$ cat config.mk
export PLATFORM = sky130hd
export DESIGN_NAME = bct_timekeeper
export DESIGN_NICKNAME = d
export VERILOG_FILES = /design/src/common/bct_pkg.sv /design/src/rtl/bct_timekeeper.sv
export SDC_FILE = /design/constraint.sdc
export NUM_CORES = 1
export LEC_CHECK = 0
export ABC_CLOCK_PERIOD_IN_PS = 8900
export BUFFER_PORTS_ARGS = -buffer_cell sky130_fd_sc_hd__buf_4
export CORE_MARGIN = 1
export CORE_UTILIZATION = 68
export DETAILED_ROUTE_END_ITERATION = 6
export HOLD_SLACK_MARGIN = 0.1
export PLACE_DENSITY = 0.93
export SYNTH_ARGS = -nofsm -noshare
export SYNTH_HDL_FRONTEND = slang
export SYNTH_SLANG_ARGS = --single-unit
$ cat constraint.sdc
create_clock -name CLK -period 8.9 [get_ports CLK]
set_input_delay 1.78 -clock CLK [delete_from_list [all_inputs] [get_ports CLK]]
set_output_delay 1.78 -clock CLK [all_outputs]
set_load 0.02 [all_outputs]
$ cat src/common/bct_pkg.sv
// Purpose: shared constants and types of the calendar timekeeper
// Assumes: 4-bit register window, 40 MHz system clock
// Notes: all time counters are BCD nibbles; the leap counter is two binary bits
`default_nettype none
package bct_pkg;
    // register offsets
    localparam logic [3:0] OFS_CTRL = 4'h0;
    localparam logic [3:0] OFS_TENTHS = 4'h1;
    localparam logic [3:0] OFS_SEC_U = 4'h2;
    localparam logic [3:0] OFS_SEC_T = 4'h3;
    localparam logic [3:0] OFS_MIN_U = 4'h4;
    localparam logic [3:0] OFS_MIN_T = 4'h5;
    localparam logic [3:0] OFS_HR_U = 4'h6;
    localparam logic [3:0] OFS_HR_T = 4'h7;
    localparam logic [3:0] OFS_DAY_U = 4'h8;
    localparam logic [3:0] OFS_DAY_T = 4'h9;
    localparam logic [3:0] OFS_MON_U = 4'hA;
    localparam logic [3:0] OFS_MON_T = 4'hB;
    localparam logic [3:0] OFS_YR_U = 4'hC;
    localparam logic [3:0] OFS_YR_T = 4'hD;
    localparam logic [3:0] OFS_WDAY = 4'hE;
    localparam logic [3:0] OFS_WINDOW = 4'hF;
    // control register fields
    localparam int CTL_TEST_BIT = 3;
    localparam int CTL_STOP_BIT = 2;
    localparam int CTL_ISEL_BIT = 1;
    localparam int CTL_ISTOP_BIT = 0;
    localparam int STS_DCHG_BIT = 3;
    localparam int STS_IFLAG_BIT = 0;
    // clock setting register fields
    localparam int SET_FMT_BIT = 0;
    localparam int SET_PM_BIT = 1;
    localparam int SET_LEAP_LSB = 2;
    // interrupt register fields
    localparam int IRQ_REP_BIT = 3;
    localparam logic [2:0] IRQ_CODE_NONE = 3'h0;
    // timing
    localparam int CLK_PERIOD_NS = 25;
    localparam int SET_PULSE_NS = 100_000_000;
    localparam int SET_PULSE_CYCLES = SET_PULSE_NS / CLK_PERIOD_NS;
    // reset values
    localparam logic [3:0] RST_ZERO = 4'h0;
    localparam logic [3:0] RST_ONE = 4'h1;
    localparam logic [3:0] RST_HR_U = 4'h2;
    localparam logic [3:0] RST_HR_T = 4'h1;
    localparam logic [1:0] RST_LEAP = 2'h0;

    typedef struct packed {
        logic [3:0] tenths;
        logic [3:0] sec_u;
        logic [3:0] sec_t;
        logic [3:0] min_u;
        logic [3:0] min_t;
        logic [3:0] hr_u;
        logic [3:0] hr_t;
        logic [3:0] day_u;
        logic [3:0] day_t;
        logic [3:0] mon_u;
        logic [3:0] mon_t;
        logic [3:0] yr_u;
        logic [3:0] yr_t;
        logic [3:0] wday;
    } bct_time_t;

    typedef struct packed {
        bct_time_t tm;
        logic fmt24;
        logic pm;
        logic [1:0] leap;
        logic [2:0] irq_code;
        logic irq_rep;
        logic ctl_test;
        logic ctl_stop;
        logic ctl_isel;
        logic ctl_istop;
        logic dchg;
        logic ws_d;
        logic rs_d;
        logic [3:0] wr_addr;
        logic [3:0] wr_data;
        logic [3:0] rd_addr;
        logic [3:0] dout;
        logic [21:0] presc;
    } bct_state_t;
endpackage : bct_pkg
`default_nettype wire

$ cat src/rtl/bct_timekeeper.sv
// Purpose: BCD calendar timekeeper with 4-bit parallel register port
// Assumes: bus pins synchronous to CLK; 10 Hz setting pulse made from CLK
// Notes: writes commit at the trailing edge of the write strobe
`timescale 1ns/1ps
`default_nettype none

// Notes on behaviour
// - clock stop bit clears tenths counter
// - seconds writable, all three readable
// - 12-hour: one tens-of-hours bit active
// - 24-hour: two tens bits, meridiem reads zero
// - units of hours uses four bits
// - meridiem toggles at 11:59 to 12:00
// - setting bit 0 selects hour format
// - day limit follows month and leap
// - years count to 99, wrap 00
// - weekday advances at midnight rollover
// - weekday cycles 1 to 7
// - 4-bit register address decode
// - select bit picks address 15 register
// - leap counter steps at new year
// - leap counter zero allows February 29
// - all setting bits read back
// - interrupt register low bits hold delay
// - interrupt bit 3 selects repeat mode
// - code zero sets interrupt stop bit
// - select 0 setting, 1 interrupt register
// - unused counter bits read zero
// - counters advance together every 100 ms
module bct_timekeeper #(
    parameter int TICK_CYCLES = bct_pkg::SET_PULSE_CYCLES
) (
    // clock and reset
    input wire logic CLK,
    input wire logic RESETN,
    // processor strobes
    input wire logic CS_N,
    input wire logic RD_N,
    input wire logic WR_N,
    input wire logic [3:0] REGISTER_SELECT_LINES,
    // data lines, split
    input wire logic [3:0] BUS_BIT_LINES_I,
    output logic [3:0] BUS_BIT_LINES_O,
    output logic BUS_BIT_LINES_OE_N
);

    bct_pkg::bct_state_t s_reg;
    bct_pkg::bct_state_t s_next;
    logic ws;
    logic rs;
    logic tick;
    logic ws_end;
    logic rs_start;
    logic rs_end;

    // next value of a BCD pair, wrapping to lo after hi
    function automatic logic [7:0] pair_inc(input logic [3:0] t, input logic [3:0] u,
                                            input logic [7:0] hi, input logic [7:0] lo);
        logic [7:0] r;
        r = {t, u};
        if (r == hi) begin
            r = lo;
        end else if (u == 4'h9) begin
            r = {t + 4'h1, 4'h0};
        end else begin
            r = {t, u + 4'h1};
        end
        return r;
    endfunction : pair_inc

    // last day of month as BCD pair
    function automatic logic [7:0] month_end(input logic [3:0] mt, input logic [3:0] mu,
                                             input logic [1:0] leap);
        logic [7:0] r;
        r = 8'h31;
        if (mt == 4'h0 && mu == 4'h2) begin
            r = (leap == 2'h0) ? 8'h29 : 8'h28;
        end else if ((mt == 4'h0 && (mu == 4'h4 || mu == 4'h6 || mu == 4'h9)) ||
                     (mt == 4'h1 && mu == 4'h1)) begin
            r = 8'h30;
        end
        return r;
    endfunction : month_end

    // read data for an address
    function automatic logic [3:0] read_mux(input bct_pkg::bct_state_t st, input logic [3:0] a);
        logic [3:0] r;
        r = 4'h0;
        unique case (a)
            bct_pkg::OFS_CTRL: begin
                r[bct_pkg::STS_DCHG_BIT] = st.dchg;
                r[bct_pkg::STS_IFLAG_BIT] = 1'b0;
            end
            bct_pkg::OFS_TENTHS: r = st.tm.tenths;
            bct_pkg::OFS_SEC_U: r = st.tm.sec_u;
            bct_pkg::OFS_SEC_T: r = {1'b0, st.tm.sec_t[2:0]};
            bct_pkg::OFS_MIN_U: r = st.tm.min_u;
            bct_pkg::OFS_MIN_T: r = {1'b0, st.tm.min_t[2:0]};
            bct_pkg::OFS_HR_U: r = st.tm.hr_u;
            bct_pkg::OFS_HR_T: begin
                if (st.fmt24) begin
                    r = {2'b00, st.tm.hr_t[1:0]};
                end else begin
                    r = {3'b000, st.tm.hr_t[0]};
                end
            end
            bct_pkg::OFS_DAY_U: r = st.tm.day_u;
            bct_pkg::OFS_DAY_T: r = {2'b00, st.tm.day_t[1:0]};
            bct_pkg::OFS_MON_U: r = st.tm.mon_u;
            bct_pkg::OFS_MON_T: r = {3'b000, st.tm.mon_t[0]};
            bct_pkg::OFS_YR_U: r = st.tm.yr_u;
            bct_pkg::OFS_YR_T: r = st.tm.yr_t;
            bct_pkg::OFS_WDAY: r = {1'b0, st.tm.wday[2:0]};
            bct_pkg::OFS_WINDOW: begin
                if (st.ctl_isel) begin
                    r = {st.irq_rep, st.irq_code};
                end else begin
                    r = {st.leap, st.pm & ~st.fmt24, st.fmt24};
                end
            end
        endcase
        return r;
    endfunction : read_mux

    assign ws = ~CS_N & ~WR_N;
    assign rs = ~CS_N & ~RD_N;
    assign ws_end = s_reg.ws_d & ~ws;
    assign rs_start = rs & ~s_reg.rs_d;
    assign rs_end = s_reg.rs_d & ~rs;
    assign tick = ~s_reg.ctl_stop && (s_reg.presc == 22'(TICK_CYCLES - 1));

    always_comb begin
        logic [7:0] p;
        logic c_sec;
        logic c_min;
        logic c_hr;
        logic c_day;
        logic c_mon;
        logic c_yr;
        logic [3:0] d;
        p = 8'h00;
        c_sec = 1'b0;
        c_min = 1'b0;
        c_hr = 1'b0;
        c_day = 1'b0;
        c_mon = 1'b0;
        c_yr = 1'b0;
        d = s_reg.wr_data;
        s_next = s_reg;
        s_next.ws_d = ws;
        s_next.rs_d = rs;

        // prescaler making the setting pulse
        if (s_reg.ctl_stop || tick) begin
            s_next.presc = 22'h00_0000;
        end else begin
            s_next.presc = s_reg.presc + 22'h00_0001;
        end

        // synchronous cascade on the setting pulse
        if (tick) begin
            s_next.dchg = 1'b1;
            if (s_reg.tm.tenths == 4'h9) begin
                s_next.tm.tenths = 4'h0;
                c_sec = 1'b1;
            end else begin
                s_next.tm.tenths = s_reg.tm.tenths + 4'h1;
            end
            if (c_sec) begin
                p = pair_inc(s_reg.tm.sec_t, s_reg.tm.sec_u, 8'h59, 8'h00);
                {s_next.tm.sec_t, s_next.tm.sec_u} = p;
                c_min = ({s_reg.tm.sec_t, s_reg.tm.sec_u} == 8'h59);
            end
            if (c_min) begin
                p = pair_inc(s_reg.tm.min_t, s_reg.tm.min_u, 8'h59, 8'h00);
                {s_next.tm.min_t, s_next.tm.min_u} = p;
                c_hr = ({s_reg.tm.min_t, s_reg.tm.min_u} == 8'h59);
            end
            if (c_hr) begin
                if (s_reg.fmt24) begin
                    p = pair_inc(s_reg.tm.hr_t, s_reg.tm.hr_u, 8'h23, 8'h00);
                    c_day = ({s_reg.tm.hr_t, s_reg.tm.hr_u} == 8'h23);
                    s_next.pm = 1'b0;
                end else begin
                    p = pair_inc(s_reg.tm.hr_t, s_reg.tm.hr_u, 8'h12, 8'h01);
                    if ({s_reg.tm.hr_t, s_reg.tm.hr_u} == 8'h11) begin
                        s_next.pm = ~s_reg.pm;
                        c_day = s_reg.pm;
                    end
                end
                {s_next.tm.hr_t, s_next.tm.hr_u} = p;
            end
            if (c_day) begin
                if (s_reg.tm.wday[2:0] == 3'h7) begin
                    s_next.tm.wday = 4'h1;
                end else begin
                    s_next.tm.wday = {1'b0, s_reg.tm.wday[2:0] + 3'h1};
                end
                p = month_end(s_reg.tm.mon_t, s_reg.tm.mon_u, s_reg.leap);
                c_mon = ({s_reg.tm.day_t, s_reg.tm.day_u} >= p);
                if (c_mon) begin
                    {s_next.tm.day_t, s_next.tm.day_u} = 8'h01;
                end else begin
                    {s_next.tm.day_t, s_next.tm.day_u} =
                        pair_inc(s_reg.tm.day_t, s_reg.tm.day_u, 8'h31, 8'h01);
                end
            end
            if (c_mon) begin
                p = pair_inc(s_reg.tm.mon_t, s_reg.tm.mon_u, 8'h12, 8'h01);
                {s_next.tm.mon_t, s_next.tm.mon_u} = p;
                c_yr = ({s_reg.tm.mon_t, s_reg.tm.mon_u} == 8'h12);
            end
            if (c_yr) begin
                p = pair_inc(s_reg.tm.yr_t, s_reg.tm.yr_u, 8'h99, 8'h00);
                {s_next.tm.yr_t, s_next.tm.yr_u} = p;
                s_next.leap = s_reg.leap + 2'h1;
            end
        end

        // sample address and data while write strobe is active
        if (ws) begin
            s_next.wr_addr = REGISTER_SELECT_LINES;
            s_next.wr_data = BUS_BIT_LINES_I;
        end

        // commit at trailing edge of write strobe; write beats the tick
        if (ws_end) begin
            unique case (s_reg.wr_addr)
                bct_pkg::OFS_CTRL: begin
                    s_next.ctl_test = d[bct_pkg::CTL_TEST_BIT];
                    s_next.ctl_stop = d[bct_pkg::CTL_STOP_BIT];
                    s_next.ctl_isel = d[bct_pkg::CTL_ISEL_BIT];
                    s_next.ctl_istop = d[bct_pkg::CTL_ISTOP_BIT] |
                                       (s_reg.irq_code == bct_pkg::IRQ_CODE_NONE);
                end
                bct_pkg::OFS_TENTHS: s_next.tm.tenths = s_next.tm.tenths;
                bct_pkg::OFS_SEC_U: s_next.tm.sec_u = d;
                bct_pkg::OFS_SEC_T: s_next.tm.sec_t = {1'b0, d[2:0]};
                bct_pkg::OFS_MIN_U: s_next.tm.min_u = d;
                bct_pkg::OFS_MIN_T: s_next.tm.min_t = {1'b0, d[2:0]};
                bct_pkg::OFS_HR_U: s_next.tm.hr_u = d;
                bct_pkg::OFS_HR_T: begin
                    s_next.tm.hr_t = s_reg.fmt24 ? {2'b00, d[1:0]} : {3'b000, d[0]};
                end
                bct_pkg::OFS_DAY_U: s_next.tm.day_u = d;
                bct_pkg::OFS_DAY_T: s_next.tm.day_t = {2'b00, d[1:0]};
                bct_pkg::OFS_MON_U: s_next.tm.mon_u = d;
                bct_pkg::OFS_MON_T: s_next.tm.mon_t = {3'b000, d[0]};
                bct_pkg::OFS_YR_U: s_next.tm.yr_u = d;
                bct_pkg::OFS_YR_T: s_next.tm.yr_t = d;
                bct_pkg::OFS_WDAY: s_next.tm.wday = {1'b0, d[2:0]};
                bct_pkg::OFS_WINDOW: begin
                    if (s_reg.ctl_isel) begin
                        s_next.irq_code = d[2:0];
                        s_next.irq_rep = d[bct_pkg::IRQ_REP_BIT];
                        if (d[2:0] == bct_pkg::IRQ_CODE_NONE) begin
                            s_next.ctl_istop = 1'b1;
                        end
                    end else begin
                        s_next.fmt24 = d[bct_pkg::SET_FMT_BIT];
                        s_next.pm = d[bct_pkg::SET_PM_BIT] & ~d[bct_pkg::SET_FMT_BIT];
                        s_next.leap = d[bct_pkg::SET_LEAP_LSB +: 2];
                    end
                end
            endcase
        end

        // clock stop holds tenths at zero
        if (s_next.ctl_stop) begin
            s_next.tm.tenths = 4'h0;
        end

        // read data latched at start of read strobe
        if (rs_start) begin
            s_next.rd_addr = REGISTER_SELECT_LINES;
            s_next.dout = read_mux(s_reg, REGISTER_SELECT_LINES);
        end

        // control read clears data-changed unless a tick lands now
        if (rs_end && s_reg.rd_addr == bct_pkg::OFS_CTRL && !tick) begin
            s_next.dchg = 1'b0;
        end
    end

    always_ff @(posedge CLK or negedge RESETN) begin
        if (!RESETN) begin
            s_reg.tm.tenths <= bct_pkg::RST_ZERO;
            s_reg.tm.sec_u <= bct_pkg::RST_ZERO;
            s_reg.tm.sec_t <= bct_pkg::RST_ZERO;
            s_reg.tm.min_u <= bct_pkg::RST_ZERO;
            s_reg.tm.min_t <= bct_pkg::RST_ZERO;
            s_reg.tm.hr_u <= bct_pkg::RST_HR_U;
            s_reg.tm.hr_t <= bct_pkg::RST_HR_T;
            s_reg.tm.day_u <= bct_pkg::RST_ONE;
            s_reg.tm.day_t <= bct_pkg::RST_ZERO;
            s_reg.tm.mon_u <= bct_pkg::RST_ONE;
            s_reg.tm.mon_t <= bct_pkg::RST_ZERO;
            s_reg.tm.yr_u <= bct_pkg::RST_ZERO;
            s_reg.tm.yr_t <= bct_pkg::RST_ZERO;
            s_reg.tm.wday <= bct_pkg::RST_ONE;
            s_reg.fmt24 <= 1'b0;
            s_reg.pm <= 1'b0;
            s_reg.leap <= bct_pkg::RST_LEAP;
            s_reg.irq_code <= bct_pkg::IRQ_CODE_NONE;
            s_reg.irq_rep <= 1'b0;
            s_reg.ctl_test <= 1'b0;
            s_reg.ctl_stop <= 1'b0;
            s_reg.ctl_isel <= 1'b0;
            s_reg.ctl_istop <= 1'b1;
            s_reg.dchg <= 1'b0;
            s_reg.ws_d <= 1'b0;
            s_reg.rs_d <= 1'b0;
            s_reg.wr_addr <= bct_pkg::RST_ZERO;
            s_reg.wr_data <= bct_pkg::RST_ZERO;
            s_reg.rd_addr <= bct_pkg::RST_ZERO;
            s_reg.dout <= bct_pkg::RST_ZERO;
            s_reg.presc <= 22'h00_0000;
        end else begin
            s_reg <= s_next;
        end
    end

    assign BUS_BIT_LINES_O = s_reg.dout;
    assign BUS_BIT_LINES_OE_N = ~(rs & s_reg.rs_d);

endmodule : bct_timekeeper
`default_nettype wire

# [Yosys cells after proc, flatten, opt, wreduce, memory -nomap -nowiden]
# Cells that the tools add are included.
[classes] order_cmp=1 n_reduce_logical=25 bitwise_logic=21 n_mux=80 n_eq_ne=53 addsub=16
[op_table] cell="2-to-1 mux 8 bit" n=24
[op_table] cell="== test 4 bit, second input constant" n=23
[op_table] cell="2-to-1 mux 4 bit" n=19
[op_table] cell="2-to-1 mux 64 bit" n=1
[op_table] cell="2-to-1 mux 56 bit" n=1
[op_table] cell="adder 4 x 1 -> 4 bit, second input constant" n=13
[op_table] cell="== test 4 x 3 -> 1 bit, second input constant" n=10
[op_table] cell="one-hot mux 2 bit (14 select lines)" n=1
[op_table] cell="== test 8 x 5 -> 1 bit, second input constant" n=3
[op_table] cell="2-to-1 mux 1 bit" n=23
[op_table] cell="adder 22 x 1 -> 22 bit, second input constant" n=1
[op_table] cell="== test 22 bit, second input constant" n=1
[op_table] cell="2-to-1 mux 22 bit" n=1
[op_table] cell="== test 4 x 2 -> 1 bit, second input constant" n=5
[op_table] cell="== test 8 x 6 -> 1 bit, second input constant" n=2
[op_table] cell="== test 8 x 7 -> 1 bit, second input constant" n=2
[op_table] cell="zero test 4 bit" n=4
[op_table] cell="one-hot mux 1 bit (16 select lines)" n=1
[op_table] cell="== test 4 x 1 -> 1 bit, second input constant" n=3
[op_table] cell="inverter 1 bit" n=12
[op_table] cell="one-hot mux 1 bit (12 select lines)" n=1
[op_table] cell="2-to-1 mux 3 bit" n=3
[op_table] cell="bitwise AND 1 bit" n=8
[op_table] cell="== test 8 bit, second input constant" n=1
[op_table] cell="19 further kinds" n=33
[totals] register_bits=109 word_cells=227 output_inout_bits=5 input_bits=13

# [Logic depth before layout (Yosys ltp)]
# Gate-level depths: netlist of the first run.
[depth] depth_word=22 depth_mapped=13 ltp_nobuf=12

# [Least setup slack after synthesis of the first run]
# Ideal clock, no wire load.
[synth_path] kind="in2out" startpoint="in CS_N" endpoint="out BUS_BIT_LINES_OE_N" path_buffers=0 path_slack_ns=5.041 t_arrival_ns=2.079 required_ns=7.120 cell_stages=2 cell_sequence="nor2_1 nand2_1"
[synth_between] elab_chain_cells=4
[synth_rtl] element="start: declaration" line_no="bct_timekeeper.sv:37" rtl="input wire logic CS_N,"
[synth_rtl] element="inverter 1 bit" line_no="bct_timekeeper.sv:126" rtl="assign rs = ~CS_N & ~RD_N;"
[synth_rtl] element="bitwise AND 1 bit" line_no="bct_timekeeper.sv:126"
[synth_rtl] element="bitwise AND 1 bit" line_no="bct_timekeeper.sv:324" rtl="assign BUS_BIT_LINES_OE_N = ~(rs & s_reg.rs_d);"
[synth_rtl] element="inverter 1 bit" line_no="bct_timekeeper.sv:324"
[synth_rtl] element="end: declaration" line_no="bct_timekeeper.sv:44" rtl="output logic BUS_BIT_LINES_OE_N"
# Every way passes these cells.

# [Worst setup path in the final report of the first run]
[layout_path] startpoint="in CS_N" endpoint="out BUS_BIT_LINES_OE_N"
[layout_between] elab_chain_cells=4
[layout_rtl] element="inverter 1 bit" line_no="bct_timekeeper.sv:126"
[layout_rtl] element="bitwise AND 1 bit" line_no="bct_timekeeper.sv:126"
[layout_rtl] element="net rs" line_no="bct_timekeeper.sv:50" rtl="logic rs;"
[layout_rtl] element="bitwise AND 1 bit" line_no="bct_timekeeper.sv:324"
[layout_rtl] element="inverter 1 bit" line_no="bct_timekeeper.sv:324"
# The timed path passes the listed nets, and every way through them passes these cells.

==> results of run 1 <==
==> cell type report <==
class / count / area [µm²]
Clock buffer: 11 / 151
Timing Repair Buffer: 19 / 143
Inverter: 27 / 101
Multi-Input combinational cell: 585 / 3820
Fill cell: 692 / 2580
Tap cell: 133 / 166
Clock inverter: 4 / 56.3
Sequential cell: 106 / 2660
==> critical path: cells and delay by family <==
family	cells	cell delay [ns]
buf+inv	2	0.29
simple gates	2	0.24
==> layout by cell type, fill, tap and decap left out, drive strengths merged, types with 4 or more instances in the layout <==
| master | n |
|---|---|
| a21o | 4 |
| a21oi | 39 |
| a22oi | 4 |
| a31oi | 13 |
| a32oi | 6 |
| and2 | 6 |
| and3 | 12 |
| and3b | 7 |
| and4b | 4 |
| buf | 19 |
| clkbuf | 11 |
| dfrtp | 101 |
| dfstp | 5 |
| ha | 31 |
| inv | 30 |
| mux2 | 18 |
| mux2i | 17 |
| nand2 | 76 |
| nand3 | 39 |
| nand3b | 5 |
| nand4 | 8 |
| nor2 | 80 |
| nor2b | 22 |
| nor3 | 17 |
| nor3b | 10 |
| nor4 | 13 |
| nor4b | 4 |
| o21ai | 45 |
| o22ai | 5 |
| o31ai | 8 |
| or3 | 10 |
| or4 | 4 |
| xnor2 | 15 |
| xor2 | 14 |
==> worst max path at each step <==
stage,depth (start not counted),to
2_1_floorplan,2,BUS_BIT_LINES_OE_N
3_3_place_gp,4,BUS_BIT_LINES_OE_N
3_5_place_dp,4,BUS_BIT_LINES_OE_N
4_1_cts,4,BUS_BIT_LINES_OE_N
5_1_grt,4,BUS_BIT_LINES_OE_N
6_report,4,BUS_BIT_LINES_OE_N
==> kinds of logic after synthesis <==
| logic type | count (synthesis) |
|---|---|
| adder cells (fa/ha/maj) | 31 |
| flip-flops | 106 |
| AND/OR/NAND/NOR | 329 |
| AO/OA/AOI/OAI | 161 |
| multiplexers | 35 |
| XOR/XNOR | 29 |
| buffers and inverters | 66 |
==> through the flow <==
stage	cells	setup WS [ns]	util, %	hold WS (ns)	area, µm²
global placement	870	4.81	71.2	0.462	6890
global route	885	4.73	73.3	0.505	7100
CTS	885	4.80	73.3	0.489	7100
floorplan	757	5.04	-	0.446	6750
finish	885	4.80	73.3	0.489	7100
detailed placement	870	4.78	71.2	0.467	6890
==> report_power, final <==
| part | total [mW] | switching, mW | internal, mW |
|---|---|---|---|
| Sequential | 0.815 | 0.206 | 0.609 |
| Clock | 0.317 | 0.169 | 0.147 |
| Combinational | 0.496 | 0.271 | 0.225 |
==> layer usage <==
layer	vias up	track usage, %	wire length [µm]
met5	-	0	0
met4	0	18.3	786
met3	86	5.80	1540
met2	379	58.2	8000
met1	2846	47.2	6690
li1	2710	-	-
==> impl_metrics.py, run 1 <==
metrics = {
    "worst_setup_path": {
        "critical_path.max_fanout": 6,
        "reg2reg_depth": 12,
        "r2r-end": "s_reg[63]",
        "critPathKind": "input port to output pin",
        "reg2reg_from": "s_reg[70]",
        "critical_path_required_ns": 7.12,
        "cp.arrival_ns": 2.32,
        "path_cells": "buf_4 > nor2_1 > nand2_1 > buf_4",
        "worst_path_most_repeated_cell": "buf_4",
        "cp-end-kind": "output pin",
        "startpoint": "CS_N",
        "max_stage_delay_ns": 0.17,
        "cp-start-kind": "input port",
        "reg2reg_slack_ns": 5.16,
        "cpMaxStageDelayCell": "nor2_1",
    },
    "cts": {
        "cts.sinks": 106,
        "cts-root-buf": "clkbuf_8",
        "ctsHoldBuffers": 0,
        "cts_buffers": 9,
        "clk_latency_ns": 0.38,
        "clkTransAtPathRegs_ns": 0.10,
        "cts_setup_buffers": 0,
        "ctsResizeCount": 0,
        "cts_tree": "done",
        "cts_htree_levels": 3,
        "cts_buffer_depth": 2,
    },
    "power": {
        "peakVddDrop_uv": 124,
        "p_per_area_nw_per_um2": 229,
        "p_leak_nw": 2.99,
        "p_total_mw": 1.63,
    },
    "floorplanning": {
        "die_h_um": 102,
        "floorplan.die.width_um": 102,
        "start_util_pct": 69.7,
        "dieArea_um2": 10300,
        "core_area_um2": 9680,
        "row_count": 36,
        "num_io_pins": 18,
    },
    "logic_synthesis": {
        "synthMuxAreaShare_pct": 5.52,
        "synth_compound_area_share_pct": 15.2,
        "synth_cell_types": 74,
        "synthCells": 757,
        "ys.flop_type": "dfrtp_1",
        "syn_avg_cell_area_um2": 8.92,
        "synthAdderAreaFrac_pct": 5.74,
        "synth_top_cell_area_share_pct": 37.4,
        "synth_nets": 801,
        "synth_top_cell_by_area": "dfrtp_1",
        "synth_top_family_by_area": "simple AND/OR/NAND/NOR gates",
        "synth_warnings": 0,
        "yosys-top-cells-area": "dfrtp_1 37%, ha_1 5.7%, nor2_1 4.4%, nand2_1 4.2%, o21ai_0 3.2%",
        "netlist_area_um2": 6750,
        "synthMostInstantiatedCell": "dfrtp_1",
        "synth.ff_latch_count": 106,
        "synth_edf_count": 0,
        "synthTopCellsByCount": "101 x dfrtp_1, 79 x nor2_1, 76 x nand2_1, 43 x o21ai_0",
        "seq_area_frac_synth_pct": 39.4,
        "synth_xor_area_share_pct": 3.76,
        "synthArstFlopShare_pct": 100,
        "synth-simple-area-share_pct": 26.3,
    },
    "sta": {
        "maxSlewHeadroom_pct": 33.0,
        "fin_skew_ns": 0.00976,
        "worst_pin_slew_ns": 1.00,
        "fin_crit_sh_pct": 46.1,
        "hold_violations": 0,
        "slew_viol_final": 0,
        "period_minus_slack_ns": 4.10,
        "rsz0062_at_grt": "no",
        "setup_tns_ns": 0,
        "max_freq_mhz": 244,
        "finalSetupViolCount": 0,
    },
    "detailed_routing": {
        "routed_via_density": 6.80,
        "ant_nets": 0,
        "route.detailed.drc": 0,
        "post_drt_wl_per_cell_um": 19.2,
        "drt_first_iter_violations": 584,
        "first_pass_iters": 6,
        "via_count": 6021,
        "wl_mm": 17.0,
    },
    "global_route": {
        "grt_max_degree": 81,
        "grtUsageTotal_pct": 36.0,
        "grt_pass1_vias": 5783,
        "antenna_found_initial": 0,
        "grt_pass1_wl_mm": 28.4,
        "grt_overflow": 0,
    },
    "status": {
        "status": "completed",
    },
    "placement": {
        "globalplace.congestion": 0.911,
        "io_buffers": 17,
        "post-dp-hpwl_mm": 11.9,
    },
    "finish": {
        "n_antenna_cell": 0,
        "largest_register_ffs": 102,
        "area_growth_syn_to_layout_pct": 5.13,
        "drive_gt1_share_pct": 9.44,
        "nNetsFinal": 792,
    },
    "run": {
        "maxCapViolations": 0,
    },
    "hold_path": {
        "hp-start": "s_reg[26]",
        "min_path_type": "register to register",
        "min_path_cells": 2,
        "hold_end": "s_reg[26]",
    },
}
Note: power is estimated with default switching activity, not from simulation.
==> run 2: changes to the inputs <==
Settings changed: ABC_CLOCK_PERIOD_IN_PS 8900 to 3600, CORE_UTILIZATION 68 to 57, PLACE_DENSITY 0.93 to 0.84.
Clock period 8.9 ns to 3.6 ns, I/O delays scaled along.
==> run 2 against run 1 <==
Against the previous run:
- critical path depth up 8
- sequential power up 150%
- core utilization down 10 points
- first-iteration DRC count up 4.5%
- clock skew up 0.0010 ns
- via count down 2.7%
- sequential share of layout area down 0.81 points
- total power rose to 2.6 times the previous value
- final area up 2.2%
- setup slack worse by 4.6 ns
- final cell count up 1.8%
==> impl_metrics.py, run 2 (synthesis gave the netlist of run 1 again) <==
metrics = {
    "floorplanning": {
        "floorplan.die.width_um": 111,
        "start_util_pct": 58.9,
        "num_io_pins": 18,
        "row_count": 39,
        "core_area_um2": 11500,
        "dieArea_um2": 12300,
        "die_h_um": 111,
    },
    "cts": {
        "cts_buffers": 9,
        "cts.sinks": 106,
        "cts-root-buf": "clkbuf_16",
        "ctsResizeCount": 0,
        "cts_setup_buffers": 0,
        "clk_latency_ns": 0.36,
        "clkTransAtPathRegs_ns": 0.07,
        "cts_tree": "done",
        "cts_buffer_depth": 2,
        "cts_htree_levels": 3,
        "ctsHoldBuffers": 0,
    },
    "worst_setup_path": {
        "cp-end-kind": "register",
        "r2r-end": "s_reg[63]",
        "cp.arrival_ns": 3.69,
        "reg2reg_depth": 12,
        "crit_path_end": "s_reg[63]",
        "critical_path_required_ns": 3.84,
        "reg2reg_slack_ns": 0.15,
        "cp-start-kind": "register",
        "critical_path.max_fanout": 6,
        "startpoint": "s_reg[66]",
        "critPathKind": "register to register",
        "reg2reg_from": "s_reg[66]",
    },
    "finish": {
        "largest_register_ffs": 102,
        "final_common_cell": "dfrtp_1",
        "final_cell_mix": "101 x dfrtp_1, 78 x nor2_1, 76 x nand2_1",
        "instances_no_fill": 901,
        "final_core_util_pct": 63.3,
        "finalInstanceArea_um2": 7260,
        "n_antenna_cell": 0,
        "drive_gt1_share_pct": 10.6,
        "area_growth_syn_to_layout_pct": 7.45,
        "nNetsFinal": 797,
    },
    "placement": {
        "dp.cells": 885,
        "postPlaceCellArea_um2": 6940,
        "globalplace.congestion": 0.893,
        "post-dp-hpwl_mm": 12.1,
        "io_buffers": 17,
    },
    "detailed_routing": {
        "ant_nets": 0,
        "wl_mm": 17.2,
        "routed_via_density": 6.50,
        "via_count": 5858,
        "route.detailed.drc": 0,
        "post_drt_wl_per_cell_um": 19.1,
        "first_pass_iters": 5,
        "drt_first_iter_violations": 610,
    },
    "sta": {
        "setup_tns_ns": 0,
        "max_freq_mhz": 290,
        "fin_crit_sh_pct": 95.7,
        "maxSlewHeadroom_pct": 30.3,
        "finalSetupViolCount": 0,
        "fin_skew_ns": 0.0108,
        "hold_violations": 0,
        "worst_pin_slew_ns": 1.02,
        "rsz0062_at_grt": "no",
        "period_minus_slack_ns": 3.45,
        "slew_viol_final": 0,
    },
    "global_route": {
        "top_usage_layer": "met2",
        "grt_overflow": 0,
        "grt_pass1_vias": 5750,
        "grt_max_degree": 64,
        "grt_pass1_wl_mm": 28.6,
        "antenna_found_initial": 0,
        "grt_util_met3_pct": 7.60,
        "grt_util_met1_pct": 37.4,
        "grtUsageTotal_pct": 29.3,
        "use_met2_pct": 47.1,
    },
    "power": {
        "pwr-share-comb_pct": 28.7,
        "peakVddDrop_uv": 432,
        "p_int_mw": 2.61,
        "p_sw_mw": 1.63,
        "p_clk_share_pct": 23.9,
        "p_leak_nw": 3.05,
        "p_per_area_nw_per_um2": 584,
        "swShare_pct": 38.4,
        "seqPwrFrac_pct": 47.4,
    },
    "hold_path": {
        "min_path_type": "input port to async pin",
    },
    "status": {
        "status": "completed",
    },
    "run": {
        "maxCapViolations": 0,
    },
}
==> run 2: changes by cell type in the layout (fill, tap and decap cells not counted), moves of 2 or more <==
cell        before  now
buf_4           19   24
clkbuf_16        0    9
clkbuf_8        11    0
clkinvlp_4       0    2
==> run 2: layout make-up <==
cell class                      instances  area, µm²
Fill cell                             912       4210
Multi-Input combinational cell        585       3830
Sequential cell                       106       2660
Clock buffer                            9        225
Timing Repair Buffer                   24        180
Tap cell                              143        179
Inverter                               27        101
Clock inverter                          7       76.3
==> run 2: worst min-delay path by stage <==
| stage | depth (start not counted) | start | slack, ns | to |
|---|---|---|---|---|
| 2_1_floorplan | 0 | RESETN | 0.42 | BUS_BIT_LINES_O[0] |
| 5_1_grt | 1 | RESETN | 0.52 | s_reg[99] |
| 4_1_cts | 1 | RESETN | 0.48 | s_reg[99] |
| 3_5_place_dp | 2 | s_reg[27] | 0.47 | s_reg[27] |
| 3_3_place_gp | 2 | s_reg[26] | 0.46 | s_reg[26] |
| 6_report | 1 | RESETN | 0.46 | s_reg[99] |
==> run 2: metrics by stage <==
step	hold WS [ns]	setup WS, ns	power [mW]
after floorplan	0.424	0.0778	2.77
after CTS	0.485	0.116	4.21
after detailed placement	0.469	0.151	3.19
final	0.463	0.154	4.24
after global placement	0.465	0.267	3.08
after global routing	0.515	0.0285	4.50
==> run 2: critical path: stages, from the launching register on <==
cell	delay (ns)
dfrtp_1	0.41
inv_1	0.09
ha_1	0.15
nor2b_1	0.21
a32oi_1	0.13
a2111o_1	0.40
ha_1	0.28
or4b_2	0.63
nand3_1	0.19
a21oi_1	0.16
and3_4	0.28
and4b_1	0.18
o31a_1	0.24
==> run 2: layer usage <==
layer  routed length, µm  share of wire [%]  vias up
met5                   0                  0        -
met4                 539                3.1        0
met3                1340                7.8       48
met2                8050                 47      237
met1                7300                 42     2857
li1                    -                  -     2716
==> run 2: power by group through the flow <==
| stage | clock network (mW) | logic [mW] | registers [mW] |
|---|---|---|---|
| after floorplan | 0 | 0.998 | 1.77 |
| after global placement | 0 | 1.12 | 1.96 |
| after detailed placement | 0 | 1.19 | 2.00 |
| after CTS | 1.03 | 1.20 | 1.98 |
| after global routing | 1.08 | 1.37 | 2.05 |
| final | 1.01 | 1.22 | 2.01 |
==> run 3: changes to the inputs <==
Settings changed: ABC_AREA set to 1.
==> run 3 against run 2 <==
Against the previous run:
- largest power group unchanged
- core utilization is 1.3 points higher
- critical path depth is 8 higher
- final cell count is 33% higher
- non-clock buffer count is 3 lower
- synthesized cell count is 33% higher
- fmax is 11% higher
- critical endpoint is now s_reg[60]
==> impl_metrics.py, run 3 <==
metrics = {
    "sta": {
        "hold_violations": 0,
        "rsz0062_at_grt": "no",
        "hold_slack_ns": 0.363,
        "finalWorstSetupSlack_ns": 0.497,
        "setup_tns_ns": 0,
        "maxSlewHeadroom_pct": 54.9,
        "max_freq_mhz": 322,
        "fin_crit_sh_pct": 86.2,
        "worst_pin_slew_ns": 0.671,
        "slew_viol_final": 0,
        "fin_skew_ns": 0.00940,
        "finalSetupViolCount": 0,
        "period_minus_slack_ns": 3.10,
    },
    "placement": {
        "post-dp-hpwl_mm": 14.0,
        "postPlaceCellArea_um2": 7500,
        "globalplace.congestion": 1.00,
        "io_buffers": 17,
        "dp_slack_ns": 0.606,
    },
    "cts": {
        "ctsHoldBuffers": 0,
        "cts_buffer_depth": 2,
        "cts_setup_buffers": 0,
        "cts-root-buf": "clkbuf_16",
        "cts_tree": "done",
        "cts_htree_levels": 3,
        "ctsResizeCount": 0,
        "cts.sinks": 106,
        "clk_latency_ns": 0.37,
        "cts_buffers": 9,
        "clkTransAtPathRegs_ns": 0.07,
    },
    "hold_path": {
        "min_path_type": "input port to async pin",
    },
    "floorplanning": {
        "num_io_pins": 18,
        "dieArea_um2": 13100,
        "die_h_um": 114,
        "row_count": 40,
        "core_area_um2": 12200,
        "start_util_pct": 59.1,
        "floorplan.die.width_um": 114,
    },
    "power": {
        "p_per_area_nw_per_um2": 523,
        "p_total_mw": 4.10,
        "peakVddDrop_uv": 466,
        "p_sw_mw": 1.54,
        "seqPwrFrac_pct": 42.4,
        "p_leak_nw": 3.70,
        "pwr-share-comb_pct": 29.1,
        "p_int_mw": 2.56,
        "swShare_pct": 37.6,
        "p_clk_share_pct": 28.5,
    },
    "global_route": {
        "grt_max_degree": 64,
        "antenna_found_initial": 0,
        "grt_pass1_wl_mm": 31.3,
        "grt_pass1_vias": 6511,
        "grtUsageTotal_pct": 31.3,
        "grt_overflow": 0,
    },
    "worst_setup_path": {
        "path_cells": "inv_1 > ha_1 > nor3b_1 > nand2_1 > nor2_1 > a211oi_1 > ha_1 > nand2_1 > inv_1 > nand2_1 > nor2_1 > nor2_1 > nand2_1 > nand2_2 > nor2_4 > nand3_1 > nand2_1 > inv_1 > nand2_1 > nand2_1",
        "critPathKind": "register to register",
        "cp-end-kind": "register",
        "reg2reg_depth": 20,
        "cp-start-kind": "register",
        "worst_path_most_repeated_cell": "nand2_1",
        "critical_path_required_ns": 3.85,
        "critical_path.max_fanout": 15,
        "cp.arrival_ns": 3.36,
        "cpMaxStageDelayCell": "dfrtp_1",
        "max_stage_delay_ns": 0.45,
    },
    "logic_synthesis": {
        "seq_area_frac_synth_pct": 37.0,
        "yosys-top-cells-area": "dfrtp_1 35%, nand2_1 12%, inv_1 8.0%, nor2_1 6.4%, ha_1 5.4%",
        "synth_top_cell_area_share_pct": 35.1,
        "synthMostInstantiatedCell": "nand2_1",
        "synth.ff_latch_count": 106,
        "synthCells": 1005,
        "synth_warnings": 0,
        "synthTopCellsByCount": "223 x nand2_1, 153 x inv_1, 123 x nor2_1, 101 x dfrtp_1, 77 x o21ai_0",
        "netlist_area_um2": 7190,
        "syn_avg_cell_area_um2": 7.15,
        "synthArstFlopShare_pct": 100,
        "synth_cell_types": 47,
        "synth_nets": 1049,
        "synth_top_cell_by_area": "dfrtp_1",
        "ys.flop_type": "dfrtp_1",
        "synth_edf_count": 0,
    },
    "finish": {
        "n_antenna_cell": 0,
        "drive_gt1_share_pct": 9.12,
        "nNetsFinal": 1070,
        "final_cell_mix": "223 x nand2_1, 153 x inv_1, 123 x nor2_1",
        "finalInstanceArea_um2": 7860,
        "final_common_cell": "nand2_1",
        "area_growth_syn_to_layout_pct": 9.24,
        "largest_register_ffs": 102,
    },
    "status": {
        "status": "completed",
    },
    "detailed_routing": {
        "drt_first_iter_violations": 741,
        "routed_via_density": 5.71,
        "wl_mm": 18.9,
        "via_count": 6842,
        "post_drt_wl_per_cell_um": 15.8,
        "route.detailed.drc": 0,
        "first_pass_iters": 7,
        "ant_nets": 0,
    },
    "run": {
        "maxCapViolations": 0,
    },
}
==> run 3: changes by cell type after synthesis, sizes merged, moves of 27 or more <==
cell / delta
nand2: +153
nand3: +42
inv: +132
o21ai: +42
clkbuf: -27
nor2: +63
==> run 3: cells by family (layout without fill, tap and decap cells) <==
kind of cell             Yosys count  count (layout)  share of synthesized area [%]
buffers and inverters            172             198                           9.34
AO/OA/AOI/OAI                    171             171                           13.3
XOR/XNOR                          11              11                           1.34
AND/OR/NAND/NOR                  514             514                           33.6
flip-flops                       106             106                           37.0
adder cells (fa/ha/maj)           31              31                           5.39
==> run 3: power groups by stage <==
stage	sequential, mW	clock, mW	combinational [mW]
floorplan	1.66	0	0.889
global placement	1.74	0	1.12
detailed placement	1.75	0	1.16
CTS	1.73	1.18	1.17
global route	1.77	1.22	1.36
finish	1.74	1.17	1.19
==> run 3: worst paths after layout <==
check | from | end | slack, ns
hold / removal | RESETN | s_reg[14] | 0.36
min in group CLK | s_reg[0] | s_reg[0] | 0.47
hold reg to reg | s_reg[0] | s_reg[0] | 0.47
max in group asynchronous | RESETN | s_reg[77] | 2.45
setup / recovery | s_reg[65] | s_reg[60] | 0.50
setup reg to reg | s_reg[65] | s_reg[60] | 0.50
==> run 3: area by class of cell <==
cell class              count  area, µm²
repair buffers             21        170
fillers                  1041       4310
well taps                 168        210
clock buffers              10        239
clock inverters             6        113
inverters                 161        604
multi-input cells         727       3860
flip-flops and latches    106       2660
==> run 3: per-layer routing <==
metal	GRT usage [%]	vias up	wire length, µm
li1	-	3313	-
met1	41.1	3159	8080
met2	48.5	300	8440
met3	8.47	70	1630
met4	13.6	0	776
met5	0	-	0
==> run 3: per-stage QoR <==
| step | cells | util, % |
|---|---|---|
| final | 1199 | 64.6 |
| after global routing | 1199 | 64.6 |
| after CTS | 1199 | 64.6 |
| after detailed placement | 1183 | 61.7 |
| after global placement | 1183 | 61.7 |
| after floorplan | 1005 | - |
==> run 3: critical path: cells and delay by family (launching register included) <==
kind                     cells  cell delay (ns)
AND/OR/NAND/NOR             14             1.83
flip-flops                   1             0.45
adder cells (fa/ha/maj)      2             0.43
buffers and inverters        3             0.21
AO/OA/AOI/OAI                1             0.06
